`src/logic/mcf_pkg.sv`:
```
// Build-time constants, register offsets and types for the multichannel shared FIFO
package mcf_pkg;
  // Channels
  localparam int NUM_CH = 4;
  localparam int CH_W = (NUM_CH > 1) ? $clog2(NUM_CH) : 1;
  localparam logic [CH_W-1:0] CH_LAST = CH_W'(NUM_CH - 1);
  // Data beat layout
  localparam int SYM_PER_BEAT = 4;
  localparam int BITS_PER_SYM = 8;
  localparam int DATA_W = SYM_PER_BEAT * BITS_PER_SYM;
  localparam int ERR_W = 1;
  // Per-channel segment
  localparam int ADDR_W = 4;
  localparam int DEPTH = 2 ** ADDR_W;
  localparam int PTR_W = ADDR_W + 1;
  localparam int MEM_WORDS = NUM_CH * DEPTH;
  localparam int WORD_W = DATA_W + ERR_W + 2;
  localparam logic [PTR_W-1:0] SEG_FULL = PTR_W'(DEPTH);
  // Build options
  localparam bit USE_PACKETS = 1'b1;
  localparam bit USE_FILL = 1'b1;
  localparam bit USE_REQUEST = 1'b1;
  localparam bit PKT_BUF_MODE = 1'b1;
  localparam bit DROP_ON_ERR = 1'b1;
  localparam int NUM_AF = 2;
  localparam int NUM_AE = 2;
  localparam logic [PTR_W-1:0] SECT_AVAIL = 5'h04;
  // Register ports
  localparam int REG_W = 32;
  localparam int CTL_ADDR_W = 4;
  localparam int FILL_ADDR_W = CH_W + 2;
  localparam logic [CTL_ADDR_W-1:0] AF_THR_OFS = 4'h0;
  localparam logic [CTL_ADDR_W-1:0] AE_THR_OFS = 4'h4;
  localparam logic [CTL_ADDR_W-1:0] AF2_THR_OFS = 4'h8;
  localparam logic [CTL_ADDR_W-1:0] AE2_THR_OFS = 4'hc;
  localparam logic [REG_W-1:0] THR_RST = 32'h0000_0000;
  // Request pipeline
  typedef enum logic [1:0] {
    RQ_IDLE = 2'b00,
    RQ_MEM = 2'b01,
    RQ_LOAD = 2'b10,
    RQ_SHOW = 2'b11
  } mcf_rq_t;
endpackage

```
`src/logic/mcf_fifo.sv`:
```
// Multichannel FIFO in one shared memory, with request, control, fill and status ports
//
// Behaviour
// - Data sink and source use valid/ready, beat moves in the cycle ready is high.
// - Status outputs carry 2 bits, one symbol, a channel, no backpressure or framing.
// - Channel count is one of 1, 2, 4, 8, 16; channel fields cover it.
// - Almost-full and almost-empty thresholds are shared by all channels.
// - Fill-level read returns chosen channel's level, data one cycle after read.
// - Host writes channel number as request address; one word per request.
// - Without request option, strobe held high and channel select held zero.
// - Several channels without request option: only channel zero is served.
// - One memory split in equal per-channel segments; each channel keeps order.
// - Drop-on-error discards errored packet whole; else store and forward the error.
// - With packets on, requested data leaves only after a full packet; otherwise valid stays low.
// - Requested data appears three cycles after request; one word outstanding.
// - Threshold status walks round-robin, one channel per cycle.
// - Data width is symbols per beat times bits per symbol, each 1 to 32.
// - Error field width is a build constant from 0 to 32.
// - Segment depth is two to the address width, width 1 to 32.
// - Start and end of packet exist only with packet support on; here the ports are always present and read as zero without it.
// - Fill-level port exists only with fill option set; here the port is always present and reads zero without it.
// - Zero to two almost-full and almost-empty thresholds enabled.
// - Without packets, data leaves once the section amount has gathered.
// - Packet-buffer mode with packets on sends only whole packets.
// - Almost-full bit 0/1 set when level at or above primary/secondary threshold.
// - Almost-empty bit 0/1 set when level at or below primary/secondary threshold.
`timescale 1ns/1ps
module mcf_fifo
  import mcf_pkg::*;
(
  // Clock and reset
  input wire logic clk_sys,
  input wire logic rst,
  // Streaming sink
  input wire logic inValid,
  output logic inReady,
  input wire logic [DATA_W-1:0] inData,
  input wire logic [CH_W-1:0] inChannel,
  input wire logic inSop,
  input wire logic inEop,
  input wire logic [ERR_W-1:0] inError,
  // Streaming source
  output logic outValid,
  input wire logic outReady,
  output logic [DATA_W-1:0] outData,
  output logic [CH_W-1:0] outChannel,
  output logic outSop,
  output logic outEop,
  output logic [ERR_W-1:0] outError,
  // Request port
  input wire logic reqWrite,
  input wire logic [CH_W-1:0] reqAddr,
  output logic reqReady,
  // Control port
  input wire logic [CTL_ADDR_W-1:0] ctlAddr,
  input wire logic [REG_W-1:0] ctlWdata,
  input wire logic ctlWr,
  input wire logic ctlRd,
  output logic [REG_W-1:0] ctlRdata,
  // Fill-level port
  input wire logic [FILL_ADDR_W-1:0] fillAddr,
  input wire logic fillRd,
  output logic [REG_W-1:0] fillRdata,
  // Threshold status
  output logic afValid,
  output logic [1:0] afData,
  output logic [CH_W-1:0] afChannel,
  output logic aeValid,
  output logic [1:0] aeData,
  output logic [CH_W-1:0] aeChannel
);

  // Storage and per-channel pointers
  logic [WORD_W-1:0] mem [MEM_WORDS];
  logic [MEM_WORDS-1:0] eopFlag;
  logic [WORD_W-1:0] memQ;
  logic [PTR_W-1:0] wrPtr [NUM_CH];
  logic [PTR_W-1:0] commitPtr [NUM_CH];
  logic [PTR_W-1:0] rdPtr [NUM_CH];
  logic [PTR_W-1:0] pktCnt [NUM_CH];
  logic [PTR_W-1:0] level [NUM_CH];
  logic [NUM_CH-1:0] errSeen;
  logic [NUM_CH-1:0] hasSpace;
  logic [NUM_CH-1:0] eligible;

  // Request pipeline
  mcf_rq_t rqState;
  logic [CH_W+ADDR_W-1:0] rdAddrReg;

  // Thresholds
  logic [REG_W-1:0] afThr;
  logic [REG_W-1:0] aeThr;
  logic [REG_W-1:0] af2Thr;
  logic [REG_W-1:0] ae2Thr;

  // Write side decode
  wire logic inFire;
  wire logic inErrAny;
  wire logic pktSop;
  wire logic pktEop;
  wire logic dropNow;
  wire logic [CH_W+ADDR_W-1:0] wrAddr;
  wire logic [WORD_W-1:0] wordIn;
  wire logic [PTR_W-1:0] inLevel;

  assign inReady = hasSpace[inChannel];
  assign inFire = inValid && inReady;
  assign inErrAny = |inError;
  assign pktSop = USE_PACKETS && inSop;
  assign pktEop = USE_PACKETS && inEop;
  assign dropNow = PKT_BUF_MODE && DROP_ON_ERR && pktEop &&
                   (errSeen[inChannel] || inErrAny);
  assign wrAddr = {inChannel, wrPtr[inChannel][ADDR_W-1:0]};
  assign wordIn = {inError, pktEop, pktSop, inData};
  assign inLevel = level[inChannel];

  // Read side decode; no request port means a constant request for channel 0
  wire logic reqStrobe;
  wire logic [CH_W-1:0] reqChSel;
  wire logic reqTake;
  wire logic reqGo;
  wire logic [CH_W+ADDR_W-1:0] rdAddrNow;
  wire logic rdIsEop;

  assign reqStrobe = USE_REQUEST ? reqWrite : 1'b1;
  assign reqChSel = USE_REQUEST ? reqAddr : '0;
  assign reqReady = (rqState == RQ_IDLE);
  assign reqTake = reqStrobe && reqReady;
  assign reqGo = reqTake && eligible[reqChSel];
  assign rdAddrNow = {reqChSel, rdPtr[reqChSel][ADDR_W-1:0]};
  assign rdIsEop = eopFlag[rdAddrNow];

  for (genvar g = 0; g < NUM_CH; g++) begin : g_ch
    logic wrHit;
    logic rdHit;
    logic pktDone;
    logic pktGone;
    assign wrHit = inFire && (inChannel == CH_W'(g));
    assign rdHit = reqGo && (reqChSel == CH_W'(g));
    assign pktDone = wrHit && pktEop && !dropNow;
    assign pktGone = rdHit && USE_PACKETS && rdIsEop;
    // Level counts committed words only, so a packet being dropped never shows
    assign level[g] = commitPtr[g] - rdPtr[g];
    // Space counts every stored word, committed or not
    assign hasSpace[g] = (wrPtr[g] - rdPtr[g]) != SEG_FULL;
    assign eligible[g] = USE_PACKETS ? (pktCnt[g] != '0) :
                         ((level[g] >= SECT_AVAIL) && (level[g] != '0));

    always_ff @(posedge clk_sys) begin
      if (rst) begin
        rdPtr[g] <= '0;
        pktCnt[g] <= '0;
      end else begin
        if (rdHit) begin
          rdPtr[g] <= rdPtr[g] + PTR_W'(1);
        end
        pktCnt[g] <= pktCnt[g] + PTR_W'(pktDone) - PTR_W'(pktGone);
      end
    end

    always_ff @(posedge clk_sys) begin
      if (rst) begin
        wrPtr[g] <= '0;
        commitPtr[g] <= '0;
        errSeen[g] <= 1'b0;
      end else if (wrHit) begin
        if (!USE_PACKETS) begin
          wrPtr[g] <= wrPtr[g] + PTR_W'(1);
          commitPtr[g] <= wrPtr[g] + PTR_W'(1);
        end else if (pktEop) begin
          errSeen[g] <= 1'b0;
          if (dropNow) begin
            wrPtr[g] <= commitPtr[g];
          end else begin
            wrPtr[g] <= wrPtr[g] + PTR_W'(1);
            commitPtr[g] <= wrPtr[g] + PTR_W'(1);
          end
        end else begin
          wrPtr[g] <= wrPtr[g] + PTR_W'(1);
          errSeen[g] <= errSeen[g] || inErrAny;
        end
      end
    end
  end

  // Shared memory; no reset, only committed words are ever read
  always_ff @(posedge clk_sys) begin
    if (inFire) begin
      mem[wrAddr] <= wordIn;
      eopFlag[wrAddr] <= pktEop;
    end
    if (rqState == RQ_MEM) begin
      memQ <= mem[rdAddrReg];
    end
  end

  // Request pipeline: take, memory read, load, show until ready
  always_ff @(posedge clk_sys) begin
    if (rst) begin
      rqState <= RQ_IDLE;
      rdAddrReg <= '0;
      outValid <= 1'b0;
      outChannel <= '0;
      outData <= '0;
      outSop <= 1'b0;
      outEop <= 1'b0;
      outError <= '0;
    end else begin
      case (rqState)
        RQ_IDLE: begin
          if (reqGo) begin
            rdAddrReg <= rdAddrNow;
            outChannel <= reqChSel;
            rqState <= RQ_MEM;
          end
        end
        RQ_MEM: begin
          rqState <= RQ_LOAD;
        end
        RQ_LOAD: begin
          {outError, outEop, outSop, outData} <= memQ;
          outValid <= 1'b1;
          rqState <= RQ_SHOW;
        end
        RQ_SHOW: begin
          if (outReady) begin
            outValid <= 1'b0;
            rqState <= RQ_IDLE;
          end
        end
        default: begin
          rqState <= RQ_IDLE;
        end
      endcase
    end
  end

  // Control registers
  wire logic wrAf;
  wire logic wrAe;
  wire logic wrAf2;
  wire logic wrAe2;
  wire logic [REG_W-1:0] ctlRdSel;

  assign wrAf = ctlWr && (ctlAddr == AF_THR_OFS);
  assign wrAe = ctlWr && (ctlAddr == AE_THR_OFS);
  assign wrAf2 = ctlWr && (ctlAddr == AF2_THR_OFS);
  assign wrAe2 = ctlWr && (ctlAddr == AE2_THR_OFS);
  // Unmapped offsets read as zero
  assign ctlRdSel = (ctlAddr == AF_THR_OFS) ? afThr :
                    (ctlAddr == AE_THR_OFS) ? aeThr :
                    (ctlAddr == AF2_THR_OFS) ? af2Thr :
                    (ctlAddr == AE2_THR_OFS) ? ae2Thr : '0;

  always_ff @(posedge clk_sys) begin
    if (rst) begin
      afThr <= THR_RST;
      aeThr <= THR_RST;
      af2Thr <= THR_RST;
      ae2Thr <= THR_RST;
      ctlRdata <= '0;
    end else begin
      if (wrAf) afThr <= ctlWdata;
      if (wrAe) aeThr <= ctlWdata;
      if (wrAf2) af2Thr <= ctlWdata;
      if (wrAe2) ae2Thr <= ctlWdata;
      ctlRdata <= ctlRd ? ctlRdSel : '0;
    end
  end

  // Fill-level port, one word per channel
  wire logic [CH_W-1:0] fillCh;
  wire logic [REG_W-1:0] fillSel;

  assign fillCh = fillAddr[FILL_ADDR_W-1:2];
  assign fillSel = (USE_FILL && (fillCh <= CH_LAST)) ? REG_W'(level[fillCh]) : '0;

  always_ff @(posedge clk_sys) begin
    if (rst) begin
      fillRdata <= '0;
    end else begin
      fillRdata <= fillRd ? fillSel : '0;
    end
  end

  // Threshold status, one channel per cycle
  wire logic [CH_W-1:0] chNext;
  wire logic [REG_W-1:0] lvlNext;
  wire logic [1:0] afHit;
  wire logic [1:0] aeHit;

  assign chNext = (afChannel == CH_LAST) ? '0 : afChannel + CH_W'(1);
  assign lvlNext = REG_W'(level[chNext]);
  assign afHit[0] = (NUM_AF >= 1) && (lvlNext >= afThr);
  assign afHit[1] = (NUM_AF == 2) && (lvlNext >= af2Thr);
  assign aeHit[0] = (NUM_AE >= 1) && (lvlNext <= aeThr);
  assign aeHit[1] = (NUM_AE == 2) && (lvlNext <= ae2Thr);
  assign aeValid = afValid;
  assign aeChannel = afChannel;

  // Starts at the last channel so channel 0 is shown first
  always_ff @(posedge clk_sys) begin
    if (rst) begin
      afValid <= 1'b0;
      afChannel <= CH_LAST;
      afData <= 2'h0;
      aeData <= 2'h0;
    end else begin
      afValid <= 1'b1;
      afChannel <= chNext;
      afData <= afHit;
      aeData <= aeHit;
    end
  end
endmodule

```
`config.mk`:
```
export PLATFORM = sky130hd
export DESIGN_NAME = mcf_fifo
export DESIGN_NICKNAME = d
export VERILOG_FILES = /design/src/logic/mcf_pkg.sv /design/src/logic/mcf_fifo.sv
export SDC_FILE = /design/constraint.sdc
export NUM_CORES = 2
export LEC_CHECK = 0
export BUFFER_PORTS_ARGS = -buffer_cell sky130_fd_sc_hd__buf_4
export CAP_MARGIN = 20
export CORE_MARGIN = 4
export CORE_UTILIZATION = 50
export DETAILED_ROUTE_END_ITERATION = 10
export GPL_ROUTABILITY_DRIVEN = 1
export PLACE_DENSITY = 0.68
export SLEW_MARGIN = 30
export SYNTH_ARGS = -nofsm -noshare
export SYNTH_HDL_FRONTEND = slang
export SYNTH_SLANG_ARGS = --single-unit
```
`constraint.sdc`:
```
create_clock -name clk_sys -period 3.9 [get_ports clk_sys]
set_input_delay 0.585 -clock clk_sys [delete_from_list [all_inputs] [get_ports clk_sys]]
set_output_delay 0.585 -clock clk_sys [all_outputs]
set_load 0.005 [all_outputs]
```
==> impl_metrics.yaml <==
global_route:
  track_usage: 0.2509
  grt_antenna_before_repair: 14
  grt-ovfl-total: 0
  grt_max_degree: 97
  first_global_vias: 52380
  grt_pass1_wl_um: 378000
sta:
  worst_clock_skew_ps: 32.86
  timing_worst_slew_pin_value_ps: 1043
  setup-violations-final: 0
  setup-tns-final_ps: 0
  timing.slew.headroom: 0.3045
  final.min_clock_period_ps: 3735
  share_of_the_clock_period_used_by_the_worst_path: 0.9578
  highest_clock_frequency_the_design_can_meet_mhz: 267.7
  timing_hold_violations_final: 0
  grt_setup_unrepaired: "no"
  fin_hold_ws_ps: 102.5
  slew_violations: 0
logic_synthesis:
  post_synth.cell_area_avg_um2: 20.04
  synthesis.area_um2: 101200
  synth_top_flop_cell: "sky130_fd_sc_hd__edfxtp_1"
  synthTopCellsByArea: "sky130_fd_sc_hd__edfxtp_1, sky130_fd_sc_hd__mux4_2, sky130_fd_sc_hd__dfxtp_1, sky130_fd_sc_hd__nand2_1, sky130_fd_sc_hd__ha_1"
  post-synth-top-area-fraction: 0.6928
  synth.yosys.seq_area_share: 0.7403
  synth_async_sr_flop_share: 0
  synth_cell_type_count: 50
  top_cell_type_by_total_area_after_synthesis: "sky130_fd_sc_hd__edfxtp_1"
  synth_seq_cells: 2575
  post_synth_inst_count: 5051
  yosysWarningCount: 0
  synth_enable_flop_cells: 2335
detailed_routing:
  drt_wl_total_um: 262800
  postRouteAntennaNets: 0
  detailed_route_via_count: 52480
  wl_per_cell_um: 31.45
  drc: 0
  dr.first_iter.drc_count: 7072
  detail_route.first_pass.iterations: 9
  routed_via_count_divided_by_cell_count: 6.279
die:
  io_count: 201
  fp.dieArea_um2: 209700
  std_cell_rows: 164
  chipWidth_um: 457.9
  initial_utilization: 0.5048
  die_height_um: 457.9
  core_area_um2: 200500
cells_and_area:
  multi_input_comb_area_um2: 25200
  final_net_count: 5665
  area_added_between_synthesis_and_finish_pct: 14.93
  drive_above_1_share: 0.2826
  fillerInstances: 14230
  final-seq-area_um2: 74940
  finish.cell_count_without_fillers: 8357
  final_core_utilization: 0.5802
setup_path:
  critPathArrivalTime_ps: 4500
  worstPathMaxFanout: 4
  worstSetupEndpointType: "flip-flop"
  critPathLaunchType: "flip-flop"
  criticalPathCategory: "flip-flop to flip-flop"
  timing.critical_path.required_ps: 4660
status:
  run_status: "finished, final reports clean"
place:
  place_inst: 7858
  hpwl_um: 154100
  gpl.final_weighted_congestion: 0.9051
  io_buffer_count: 171
pwr:
  power.leakage_nw: 36.34
  vdd_drop_max_v: 0.0004904
  internal-power_mw: 47.75
  power.density_nw_per_um2: 539.3
  power.share.combinational: 0.126
  switching_power_mw: 14.98
  pwr-share-clk: 0.379
  finalPower_mw: 62.73
  pwr-share-seq: 0.495
  netSwitchingFraction: 0.2388
clock_network:
  clk_transition_reported_paths_ps: 60
  cts_inserted_buffers: 241
  cts-root-to-sink-buffers: 3
  tritoncts: "yes"
  clock_tree.htree_level_count: 4
  clk_latency_worst_skew_pair_ps: 870
  clkSinkCount: 2575
  cts_root_buffer: "sky130_fd_sc_hd__clkbuf_16"
hold_path:
  hold_path.class: "primary input to flip-flop"
job:
  timing.max_cap.violations: 0
state kept, by name, summed over array words and instances (netlist names), 4 cells and up:
name and flops:
wrPtr 20, af2Thr 32, memQ 35, errSeen 4
afThr 32, commitPtr 20, mem 2177, aeThr 32
ctlRdata 32, outData 32, rdPtr 20, ae2Thr 32
eopFlag 63, fillRdata 5, pktCnt 20, rdAddrReg 4
per-layer routing:
metal / wire length (um) / up-vias / GRT usage / share of wire
li1: - / 21520 / - / -
met1: 98740 / 27520 / 0.3437 / 0.38
met4: 7740 / 2 / 0.07124 / 0.029
met3: 29330 / 446 / 0.06776 / 0.11
met5: 13 / - / 0 / 0.000049
met2: 127000 / 2990 / 0.4008 / 0.48
what timing repair did:
action                     in CTS  in global routing
resized for setup               1                  5
setup endpoints to repair       2                 55
pin swaps                       2                  1
cloned                          0                  0
hold buffers                   33                  0
setup buffers                   0                  3
hold endpoints to repair      131                  0
kinds of logic (layout without fill, tap and decap cells):
kind of cell               after synthesis  count (layout)  synth area share
DFF                                   2575            2575            0.7403
muxes                                  796             796            0.1669
and+or+nand+nor                        723             723           0.03136
AOI/OAI and AO/OA                      407             407           0.02636
buffers and inverters                  392            1012           0.01728
adders and majority gates               97              97           0.01259
xor gates and xnor gates                60              60          0.005192
other                                    1              31        0.00003705
final cells by class:
| cell class | count | area share |
|---|---|---|
| repair buffers | 476 | 0.03871 |
| well taps | 2656 | 0.02857 |
| clock inverters | 141 | 0.01283 |
| multi-input cells | 2110 | 0.2167 |
| clock buffers | 318 | 0.05639 |
| diodes | 4 | 0.00008605 |
| flip-flops and latches | 2575 | 0.6443 |
| inverters | 77 | 0.002485 |
per-stage QoR:
stage,cell area (um^2),setup slack [ps]
final,116300,164.7
after global routing,116300,31.22
after CTS,116300,5.824
after detailed placement,107900,-83.88
after global placement,107800,-55.39
after floorplan,101300,-45.20
power by group through the flow:
stage / Combinational [mW] / Clock [mW] / Sequential, mW
final: 7.93 / 23.8 / 31.0
after detailed placement: 7.88 / 0 / 31.6
after global routing: 8.44 / 25.3 / 31.1
after CTS: 7.95 / 24.1 / 31.1
after global placement: 7.77 / 0 / 31.6
after floorplan: 4.94 / 0 / 31.4
cell usage after synthesis (all sizes together) (14+ instances only):
cell type  number
o22ai          14
nand2         322
nor2b          32
dfxtp         240
xor2           26
xnor2          34
a21o           18
a22o           36
nor3           16
a22oi          57
a211oi         17
a222oi         32
inv            77
nand2b         16
o21ai          31
buf           137
nor2          198
mux2i          81
nand3          37
a21oi         173
clkbuf        178
ha             89
mux4          713
edfxtp       2335
nor4           63
worst max-delay path, stage by stage, from the launching register on:
cell                       delay, ps
sky130_fd_sc_hd__edfxtp_1        400
sky130_fd_sc_hd__buf_4           160
sky130_fd_sc_hd__ha_1            130
sky130_fd_sc_hd__inv_1            60
sky130_fd_sc_hd__fa_1            400
sky130_fd_sc_hd__a21o_1          170
sky130_fd_sc_hd__a21oi_1         160
sky130_fd_sc_hd__xnor2_1         170
sky130_fd_sc_hd__mux4_2          580
sky130_fd_sc_hd__ha_1            320
sky130_fd_sc_hd__and3_1          160
sky130_fd_sc_hd__a31oi_2         320
sky130_fd_sc_hd__nand4_1         340
sky130_fd_sc_hd__o21a_1          270
path summary, 6_finish.rpt:
check                                          startpoint                endpoint  slack (ps)  depth (start not counted)
worst max-delay path            rdPtr[1][0]$_SDFFCE_PN0P_    aeData[1]$_SDFF_PP0_         160                         13
worst min-delay path                             outReady   outValid$_SDFFE_PP0P_         100                          4
worst min register to register     afThr[17]$_SDFFE_PP0P_  afThr[17]$_SDFFE_PP0P_         470                          2
worst max register to register  rdPtr[1][0]$_SDFFCE_PN0P_    aeData[1]$_SDFF_PP0_         160                         13
layout by cell type (no fill, tap or decap), drive strengths merged, types with 32 or more instances in the layout:
cell,instances
a21oi,173
a222oi,32
a22o,36
a22oi,57
buf,442
clkbuf,319
clkinv,98
dfxtp,240
dlygate4sd3,33
edfxtp,2335
ha,89
inv,84
mux2i,81
mux4,713
nand2,322
nand3,37
nor2,198
nor2b,32
nor4,63
xnor2,34
(Power assumes the default switching activity.)
